<file path="config.mk">
export PLATFORM = sky130hd
export DESIGN_NAME = pulse_gen_time_measure_counter
export DESIGN_NICKNAME = d
export VERILOG_FILES = /design/src/ctr_pkg.sv /design/src/pulse_gen_time_measure_counter.sv
export SDC_FILE = /design/constraint.sdc
export NUM_CORES = 1
export LEC_CHECK = 0
export BUFFER_PORTS_ARGS = -buffer_cell sky130_fd_sc_hd__buf_2
export CORE_MARGIN = 10
export CORE_UTILIZATION = 40
export CTS_BUF_LIST = sky130_fd_sc_hd__clkbuf_8
export CTS_CLUSTER_SIZE = 12
export DETAILED_ROUTE_END_ITERATION = 7
export GPL_ROUTABILITY_DRIVEN = 0
export GPL_TIMING_DRIVEN = 0
export PLACE_DENSITY_LB_ADDON = 0.08
export SLEW_MARGIN = 20
export SYNTH_ARGS = -nofsm -noshare
export SYNTH_HDL_FRONTEND = slang
export SYNTH_SLANG_ARGS = --single-unit
</file>
<file path="constraint.sdc">
create_clock -name clk -period 5.6 [get_ports clk]
set_input_delay 1.12 -clock clk [delete_from_list [all_inputs] [get_ports clk]]
set_output_delay 1.12 -clock clk [all_outputs]
set_load 0.02 [all_outputs]
</file>
<file path="src/ctr_pkg.sv">
// Package for the pulse generator and time measurement counter.
// Assumes a single 125 MHz clock domain; counter width fixed here.
package ctr_pkg;

  localparam int CNT_W = 32;

  // Reset value and count step
  localparam logic [CNT_W-1:0] CNT_ZERO = 32'h0000_0000;
  localparam logic [CNT_W-1:0] CNT_ONE  = 32'h0000_0001;

  // Edge polarity codes
  localparam logic POL_RISE = 1'b0;
  localparam logic POL_FALL = 1'b1;

  typedef enum logic [1:0] {
    GEN_SINGLE,
    GEN_FINITE,
    GEN_CONT
  } gen_mode_t;

  typedef enum logic [1:0] {
    MEAS_PERIOD,
    MEAS_SEMI,
    MEAS_WIDTH,
    MEAS_TWOEDGE
  } meas_mode_t;

  // Pulse specification, in timebase ticks
  typedef struct packed {
    logic             idleHigh;
    gen_mode_t        mode;
    logic [CNT_W-1:0] highTicks;
    logic [CNT_W-1:0] lowTicks;
    logic [CNT_W-1:0] initDelay;
    logic [CNT_W-1:0] pulseCount;
  } gen_cfg_t;

  typedef struct packed {
    meas_mode_t mode;
    logic       startPol;
    logic       endPol;
  } meas_cfg_t;

  typedef struct packed {
    logic [CNT_W-1:0] ticks;
    logic             valid;
  } meas_res_t;

endpackage

</file>
<file path="src/pulse_gen_time_measure_counter.sv">
// Counter block: pulse generation on the output terminal and time
// measurement in timebase ticks. Inputs from pins are synchronised here.
//
// Summary of operation
// - Output idles low or high; pulses move away and return to idle.
// - Each pulse is a programmed high duration and low duration.
// - Output holds idle level for the initial delay before first pulse.
// - Initial delay replaces the first pulse phase that matches idle.
// - Period equals high plus low duration; frequency is its reciprocal.
// - Timing as frequency/duty, times or raw ticks; hardware takes ticks.
// - Generated waveform drives the dedicated counter output terminal.
// - Modes: single pulse, finite train of N pulses, continuous train.
// - Period mode measures between consecutive same-polarity edges.
// - Semi-period mode measures between every pair of consecutive edges.
// - Pulse-width mode measures from one edge to next opposite edge.
// - Two-edge mode measures edge on input A to edge on input B.
// - Every result is a count of timebase ticks over the interval.
// - Timebase is the internal clock or an external tick input.
`timescale 1ns/1ps

module pulse_gen_time_measure_counter
(
  // Clock and reset
  input  wire logic             clk,
  input  wire logic             nrst,
  // Timebase
  input  wire logic             extTbSel,
  input  wire logic             extTbPin,
  // Generator control
  input  wire ctr_pkg::gen_cfg_t genCfg,
  input  wire logic             genStart,
  input  wire logic             genStop,
  output logic                  ctrOut,
  output logic                  genBusy,
  output logic                  genDone,
  input  wire logic             genDoneClr,
  // Measurement control
  input  wire ctr_pkg::meas_cfg_t measCfg,
  input  wire logic             measEnable,
  input  wire logic             measPinA,
  input  wire logic             measPinB,
  output ctr_pkg::meas_res_t    measRes,
  input  wire logic             measAck
);
  import ctr_pkg::*;

  // ----------------------------------------------------------------
  // Pin synchronisers
  // ----------------------------------------------------------------
  logic [2:0] tbSync_q, aSync_q, bSync_q;
  logic [2:0] tbSync_d, aSync_d, bSync_d;
  logic       tbLvl_q, aLvl_q, bLvl_q;
  logic       tbLvl_d, aLvl_d, bLvl_d;

  function automatic logic agreed(input logic [2:0] s, input logic old);
    return (s[1] == s[2]) ? s[2] : old;
  endfunction

  always_comb begin
    tbSync_d = {tbSync_q[1:0], extTbPin};
    aSync_d  = {aSync_q[1:0], measPinA};
    bSync_d  = {bSync_q[1:0], measPinB};
    tbLvl_d  = agreed(tbSync_q, tbLvl_q);
    aLvl_d   = agreed(aSync_q, aLvl_q);
    bLvl_d   = agreed(bSync_q, bLvl_q);
  end

  always_ff @(posedge clk) begin
    if (!nrst) begin
      tbSync_q <= 3'h0;
      aSync_q  <= 3'h0;
      bSync_q  <= 3'h0;
      tbLvl_q  <= 1'b0;
      aLvl_q   <= 1'b0;
      bLvl_q   <= 1'b0;
    end else begin
      tbSync_q <= tbSync_d;
      aSync_q  <= aSync_d;
      bSync_q  <= bSync_d;
      tbLvl_q  <= tbLvl_d;
      aLvl_q   <= aLvl_d;
      bLvl_q   <= bLvl_d;
    end
  end

  logic tick, aRise, aFall, bRise, bFall;
  assign tick  = extTbSel ? (tbLvl_d & ~tbLvl_q) : 1'b1;
  assign aRise = aLvl_d & ~aLvl_q;
  assign aFall = ~aLvl_d & aLvl_q;
  assign bRise = bLvl_d & ~bLvl_q;
  assign bFall = ~bLvl_d & bLvl_q;

  // ----------------------------------------------------------------
  // Pulse generator
  // ----------------------------------------------------------------
  typedef enum logic [1:0] {G_IDLE, G_DELAY, G_ACTIVE, G_REST} gstate_t;
  gstate_t          gState_q, gState_d;
  logic [CNT_W-1:0] gCnt_q, gCnt_d, gLeft_q, gLeft_d;
  logic             out_q, out_d, done_q, done_d;
  logic             gCntEnd;

  // Active phase is opposite to idle; rest phase equals idle
  function automatic logic [CNT_W-1:0] phaseLen(input gen_cfg_t c,
                                                 input logic active);
    return (active ^ c.idleHigh) ? c.highTicks : c.lowTicks;
  endfunction

  assign gCntEnd = tick && (gCnt_q <= CNT_ONE);

  always_comb begin
    gState_d = gState_q;
    gCnt_d   = gCnt_q;
    gLeft_d  = gLeft_q;
    out_d    = out_q;
    done_d   = done_q & ~genDoneClr;
    if (tick && gCnt_q != CNT_ZERO)
      gCnt_d = gCnt_q - CNT_ONE;
    case (gState_q)
      G_IDLE: begin
        out_d = genCfg.idleHigh;
        if (genStart) begin
          gState_d = G_DELAY;
          gCnt_d   = genCfg.initDelay;
          gLeft_d  = (genCfg.mode == GEN_FINITE) ? genCfg.pulseCount
                                                  : CNT_ONE;
        end
      end
      G_DELAY: begin
        // Delay stands in for the first idle-level phase
        if (gCntEnd) begin
          gState_d = G_ACTIVE;
          out_d    = ~genCfg.idleHigh;
          gCnt_d   = phaseLen(genCfg, 1'b1);
        end
      end
      G_ACTIVE: begin
        if (gCntEnd) begin
          out_d = genCfg.idleHigh;
          if (genCfg.mode != GEN_CONT && gLeft_q <= CNT_ONE) begin
            gState_d = G_IDLE;
            done_d   = 1'b1;
            gLeft_d  = CNT_ZERO;
          end else begin
            gState_d = G_REST;
            gCnt_d   = phaseLen(genCfg, 1'b0);
            gLeft_d  = gLeft_q - CNT_ONE;
          end
        end
      end
      G_REST: begin
        if (gCntEnd) begin
          gState_d = G_ACTIVE;
          out_d    = ~genCfg.idleHigh;
          gCnt_d   = phaseLen(genCfg, 1'b1);
        end
      end
      default: gState_d = G_IDLE;
    endcase
    if (genStop && gState_q != G_IDLE) begin
      gState_d = G_IDLE;
      out_d    = genCfg.idleHigh;
    end
  end

  always_ff @(posedge clk) begin
    if (!nrst) begin
      gState_q <= G_IDLE;
      gCnt_q   <= CNT_ZERO;
      gLeft_q  <= CNT_ZERO;
      out_q    <= 1'b0;
      done_q   <= 1'b0;
    end else begin
      gState_q <= gState_d;
      gCnt_q   <= gCnt_d;
      gLeft_q  <= gLeft_d;
      out_q    <= out_d;
      done_q   <= done_d;
    end
  end

  assign ctrOut  = out_q;
  assign genBusy = (gState_q != G_IDLE);
  assign genDone = done_q;

  // ----------------------------------------------------------------
  // Time measurement
  // ----------------------------------------------------------------
  logic [CNT_W-1:0] mCnt_q, mCnt_d, res_q, res_d;
  logic             run_q, run_d, valid_q, valid_d;
  logic             startEv, endEv;

  function automatic logic edgeOf(input logic pol, input logic r,
                                  input logic f);
    return (pol == POL_FALL) ? f : r;
  endfunction

  always_comb begin
    case (measCfg.mode)
      MEAS_PERIOD: begin
        startEv = edgeOf(measCfg.startPol, aRise, aFall);
        endEv   = startEv;
      end
      MEAS_SEMI: begin
        startEv = aRise | aFall;
        endEv   = startEv;
      end
      MEAS_WIDTH: begin
        startEv = edgeOf(measCfg.startPol, aRise, aFall);
        endEv   = edgeOf(~measCfg.startPol, aRise, aFall);
      end
      MEAS_TWOEDGE: begin
        startEv = edgeOf(measCfg.startPol, aRise, aFall);
        endEv   = edgeOf(measCfg.endPol, bRise, bFall);
      end
      default: begin
        startEv = 1'b0;
        endEv   = 1'b0;
      end
    endcase
  end

  always_comb begin
    mCnt_d  = mCnt_q;
    run_d   = run_q;
    res_d   = res_q;
    valid_d = valid_q & ~measAck;
    if (!measEnable) begin
      run_d = 1'b0;
    end else begin
      if (run_q && tick)
        mCnt_d = mCnt_q + CNT_ONE;
      if (run_q && endEv) begin
        res_d   = mCnt_d;
        valid_d = 1'b1;
        run_d   = 1'b0;
      end
      if (startEv) begin
        mCnt_d = CNT_ZERO;
        run_d  = 1'b1;
      end
    end
  end

  always_ff @(posedge clk) begin
    if (!nrst) begin
      mCnt_q  <= CNT_ZERO;
      res_q   <= CNT_ZERO;
      run_q   <= 1'b0;
      valid_q <= 1'b0;
    end else begin
      mCnt_q  <= mCnt_d;
      res_q   <= res_d;
      run_q   <= run_d;
      valid_q <= valid_d;
    end
  end

  assign measRes = '{ticks: res_q, valid: valid_q};
endmodule // pulse_gen_time_measure_counter

</file>
Word level (Yosys, flattened, before mapping)
Cells that the tools add are included.

storage, ports and cells
  bits in registers = 146
  input bits = 146
  output and inout port bits = 36
  logic and storage cells = 113

cells by class
  $add $sub $neg = 3
  order comparisons = 2
  equality and inequality tests = 16
  muxes and demuxes = 40
  bitwise operators = 17
  reduce and logical (&&, ||, !) cells = 20

operators with widths
  cell                                                                     number
  32-bit 2-to-1 mux                                                        13
  32-bit case mux with 3 select lines                                      1
  32-bit by 1-bit <= comparator with 1-bit output, second input constant   2
  32-bit case mux with 2 select lines                                      1
  32-bit by 1-bit subtractor with 32-bit output, second input constant     2
  32-bit by 1-bit adder with 32-bit output, second input constant          1
  32-bit nonzero test                                                      1
  1-bit 2-to-1 mux                                                         17
  1-bit inverter                                                           9
  2-bit == test, second input constant                                     4
  2-bit 2-to-1 mux                                                         4
  1-bit AND                                                                7
  2-bit by 1-bit == test with 1-bit output, second input constant          3
  1-bit logical AND                                                        6
  2-bit inequality test, second input constant                             3
  2-bit case mux with 3 select lines                                       1
  2-bit AND reduction                                                      3
  3-bit AND reduction                                                      2
  2-bit nonzero test                                                       3
  2-bit logical NOT                                                        2
  1-bit case mux with 4 select lines                                       1
  2-bit OR reduction                                                       2
  1-bit == test                                                            3
  3-bit by 1-bit inequality test with 1-bit output, second input constant  1
  6 further kinds                                                          6

Depth between registers and ports, before layout
  word-level depth = 9
  mapped depth = 12
  depth with buffers taken out = 9

Least setup slack after synthesis
No wires, ideal clock.

  path kind = input-to-reg
  start point = input extTbSel
  end point = register gCnt_q[25]
  setup time = 59 ps
  data arrival time = 2920 ps
  data required time = 5541 ps
  setup slack = 2621 ps
  cell stages on the path = 6
  buffers on the path = 0
  cells stage by stage = a2111oi_1 nand2_1 or3_1 or3_1 a31oi_1 a22o_1

between the ends
  cells in the longest elaborated chain, start to end = 6
  elaborated cells on any way between the ends = 9
  those cells by class = mux: 7; reduce/logical: 2

RTL lines
  item                                   RTL line                               text
  start: declaration                     pulse_gen_time_measure_counter.sv:27   input wire logic extTbSel,
  1-bit 2-to-1 mux *                     pulse_gen_time_measure_counter.sv:87   assign tick = extTbSel ? (tbLvl_d & ~tbLvl_q) : 1'b1;
  1-bit logical AND                      pulse_gen_time_measure_counter.sv:116  if (tick && gCnt_q != CNT_ZERO)
  32-bit 2-to-1 mux                      pulse_gen_time_measure_counter.sv:116
  32-bit 2-to-1 mux                      pulse_gen_time_measure_counter.sv:139  if (genCfg.mode != GEN_CONT && gLeft_q <= CNT_ONE) begin
  32-bit 2-to-1 mux                      pulse_gen_time_measure_counter.sv:137  if (gCntEnd) begin
  32-bit case mux with 3 select lines *  pulse_gen_time_measure_counter.sv:118  case (gState_q)
  end signal: assignment                 pulse_gen_time_measure_counter.sv:174  gCnt_q <= gCnt_d;
  end: declaration                       pulse_gen_time_measure_counter.sv:98   logic [CNT_W-1:0] gCnt_q, gCnt_d, gLeft_q, gLeft_d;

Mark *: on every way between the ends. The rest lies on a longest branch, timed or not.
A chain may end at the register's enable or synchronous reset.

Worst setup path after layout
  start point = register gLeft_q[24]
  end point = register gCnt_q[12]

between the ends
  cells in the longest elaborated chain, start to end = 5

RTL lines
  item                                             RTL line                               text
  start: declaration                               pulse_gen_time_measure_counter.sv:98
  start signal: assignment                         pulse_gen_time_measure_counter.sv:175  gLeft_q <= gLeft_d;
  32-bit by 1-bit <= comparator with 1-bit output  pulse_gen_time_measure_counter.sv:139
  1-bit logical AND                                pulse_gen_time_measure_counter.sv:139
  32-bit 2-to-1 mux                                pulse_gen_time_measure_counter.sv:139
  32-bit 2-to-1 mux                                pulse_gen_time_measure_counter.sv:137
  32-bit case mux with 3 select lines              pulse_gen_time_measure_counter.sv:118

Every way passes these cells.

==> summary.txt <==
measured slew at the worst slew-check pin: 1.09 ns
Yosys reg bits: 146
Worst Reg-to-Reg Cells: 8
CTS tree: done
Root Driver: clkbuf_8
initial core utilization: 40.9%
synth top area cells: dfxtp_1 (34%), nor2_1 (5.6%), a221oi_1 (5.6%)
post-synthesis xor/xnor area fraction: 6.18%
Worst Path Arrival: 4.18 ns
Synth cell types: 70
Yosys top cell by area: dfxtp_1
largest net degree at the start of global routing: 17
Final Cycle Share: 68.5%
drt pass-1 iters: 6
Setup-failing EPs final: 0
Clock Sink Count: 146
CP dominant cell by count: or4_1
DIE AREA: 27900 um2
Leak: 3.98 nW
I/O pins: 182
dpl hpwl: 24700 um
WL per Instance: 20.8 um
Post-synth top cells: dfxtp_1 (146), nor2_1 (129), o21ai_0 (95)
post-CTS setup buffer count: 0
first-pass GRT wire length: 51000 um
Post-synth EDFFs: 0
TNS Setup: 0 ns
main combinational cell family by area after synthesis: compound AO/OA/AOI/OAI gates
Largest stage delay, worst path: 0.64 ns
Yosys warning total: 0
CTS Hold Bufs: 0
Psw: 0.774 mW
DRC: 0
Crit-path slowest cell: clkbuf_1
Seq/Total Area, Yosys: 33.8%
Worst-Skew Late Latency: 0.47 ns
Reg-to-Reg End: gCnt_q[12]$_SDFF_PN0_
share of cells above drive strength 1: 18.5%
core footprint: 21200 um2
Max Cap Violations: 0
Switching Fraction: 30.1%
Fin Clk Skew: 0.0187 ns
mux share of post-synthesis cell area: 0.839%
Period minus WS final: 3.84 ns
highest clock rate: 0.261 GHz
clock power share: 39.3%
Die Wd: 167 um
Setup crit start: gLeft_q[24]$_SDFFE_PN0P_
Tot GR Track Use: 22.5%
via count: 9601
iteration-0 DRC count of the detailed router: 922
fillers: 2200
hold endpoint: aSync_q[1]$_SDFF_PN0_
crit start category: flip-flop
Int Pwr: 1.80 mW
CP required: 5.95 ns
crit path max fanout: 10
Rel. slew slack: 26.9%
share of Yosys cell area claimed by the top area cell type: 33.8%
Final #Nets: 1459
hold_sp: aSync_q[0]$_SDFF_PN0_
Setup CP Type: flip-flop to flip-flop
PwrDens: 248 nW/um2
clk slew on worst S/H paths: 0.09 ns
Worst R2R Setup Slack: 1.76 ns
H-tree levels: 4
post-synthesis async set-or-reset flop share: 0%
Worst Hold Margin: 0.439 ns
P&R area growth vs syn: 19.9%
Hold Path Class: flip-flop to flip-flop
CTS max path bufs: 2
CTS Buf Count: 17
Seq pwr share: 43.3%
Syn Nets: 1261
power share of the combinational group: 17.3%
Die Y: 167 um
worst vdd ir: 0.000155 V
most common cell in the netlist: dfxtp_1
Post-Synth Adder-Cell Area: 1.27%
crit path cell chain: or4_1 > or4_1 > nand3b_1 > o311ai_0 > and2_1 > clkbuf_1 > o21ai_0 > o32ai_1
Gate Count Post-Synth: 1107
synthesized cell area: 8650 um2
prevailing post-synth register cell: dfxtp_1
final slew viol count: 0
Post-DRT Antenna Nets: 0
num rows: 53
final core area utilization: 49.0%
Synth Area in Simple Gates: 23.6%
initial antenna violation count: 1
Synth Area in Compound Gates: 29.2%
IO buf count: 179
Avg Inst Size Synth: 7.81 um2
hold path cells: 1
grt total ovfl: 0
endpoint type of the worst setup path: flip-flop
DRT Wirelength: 33200 um
count of final hold-check violations: 0
status: completed
number of global-route vias before repair: 9133
vias per inst: 6.02
RSZ-0062 raised after global routing: false
Resized cells post-CTS: 0
critical register-to-register path startpoint: gLeft_q[24]$_SDFFE_PN0P_
[routing by layer]
metal	global-route usage, %	part of all wire [%]	wire (um)
met1	30.4	45	15100
met2	35.0	45	14900
met3	4.85	8.0	2650
met4	6.83	1.8	610
met5	0	0	0
[cells in the final DEF, fill, tap and decap left out, types with 23 or more instances in the layout]
| cell | synthesis | final |
|---|---|---|
| a21oi_1 | 59 | 59 |
| a221oi_1 | 55 | 55 |
| a22oi_1 | 23 | 23 |
| and2_1 | 23 | 23 |
| buf_2 | 10 | 189 |
| clkbuf_1 | 66 | 66 |
| dfxtp_1 | 146 | 146 |
| nand2_1 | 75 | 75 |
| nand3_1 | 26 | 26 |
| nor2_1 | 129 | 129 |
| nor3_1 | 54 | 54 |
| nor4_1 | 27 | 25 |
| o21ai_0 | 95 | 95 |
| xnor2_1 | 39 | 39 |
[layout make-up]
class | count | area, um2 | share of cell area (%)
Buffer | 87 | 378 | 3.64
Clock inverter | 14 | 223 | 2.15
Sequential cell | 146 | 2920 | 28.2
Multi-Input combinational cell | 857 | 5300 | 51.1
Inverter | 17 | 63.8 | 0.615
Tap cell | 275 | 344 | 3.32
Antenna cell | 1 | 2.50 | 0.0241
Timing Repair Buffer | 179 | 896 | 8.63
Clock buffer | 18 | 248 | 2.39
[worst max path at each step]
stage	end	depth (start not counted)
3_5_place_dp	gCnt_q[12]$_SDFF_PN0_	9
5_1_grt	gCnt_q[12]$_SDFF_PN0_	8
4_1_cts	gCnt_q[12]$_SDFF_PN0_	8
3_3_place_gp	gCnt_q[12]$_SDFF_PN0_	9
2_1_floorplan	gCnt_q[25]$_SDFF_PN0_	6
6_report	gCnt_q[12]$_SDFF_PN0_	8
[critical path: cells and delay by family, from the launching register on]
kind / cells / cell delay (ns)
DFF: 1 / 0.37
buffers and inverters: 1 / 0.64
and+or+nand+nor: 4 / 1.70
AOI/OAI and AO/OA: 3 / 1.01
[cells by family (layout without fill, tap and decap cells)]
logic type               after synthesis  in the layout
AO/OA/AOI/OAI                        366            366
XOR/XNOR                              61             61
adder cells (fa/ha/maj)                9              9
buffers and inverters                104            315
flip-flops                           146            146
multiplexers                           7              7
other                                  0              1
AND/OR/NAND/NOR                      414            414
[registers in the layout, indices dropped and copies added, names as in the netlist, 2 cells and up]
register,flops
aSync_q,3
bSync_q,3
gCnt_q,32
gLeft_q,32
gState_q,2
mCnt_q,32
res_q,32
tbSync_q,3
[power groups by stage]
| stage | logic (mW) | clock network [mW] | registers, mW |
|---|---|---|---|
| detailed placement | 0.435 | 0 | 1.14 |
| CTS | 0.437 | 1.02 | 1.11 |
| floorplan | 0.271 | 0 | 1.13 |
| finish | 0.445 | 1.01 | 1.11 |
| global route | 0.490 | 1.06 | 1.12 |
| global placement | 0.433 | 0 | 1.14 |
[per-stage QoR]
step / setup slack, ns / cell area, um2 / std cells / power [mW]
6_report: 1.76 / 10400 / 1594 / 2.57
5_1_grt: 1.66 / 10400 / 1593 / 2.67
4_1_cts: 1.83 / 10400 / 1593 / 2.57
3_5_place_dp: 1.80 / 9890 / 1561 / 1.57
3_3_place_gp: 1.85 / 9890 / 1561 / 1.57
2_1_floorplan: 2.62 / 8650 / 1107 / 1.40
No activity file was read; power rests on OpenSTA's default activity.
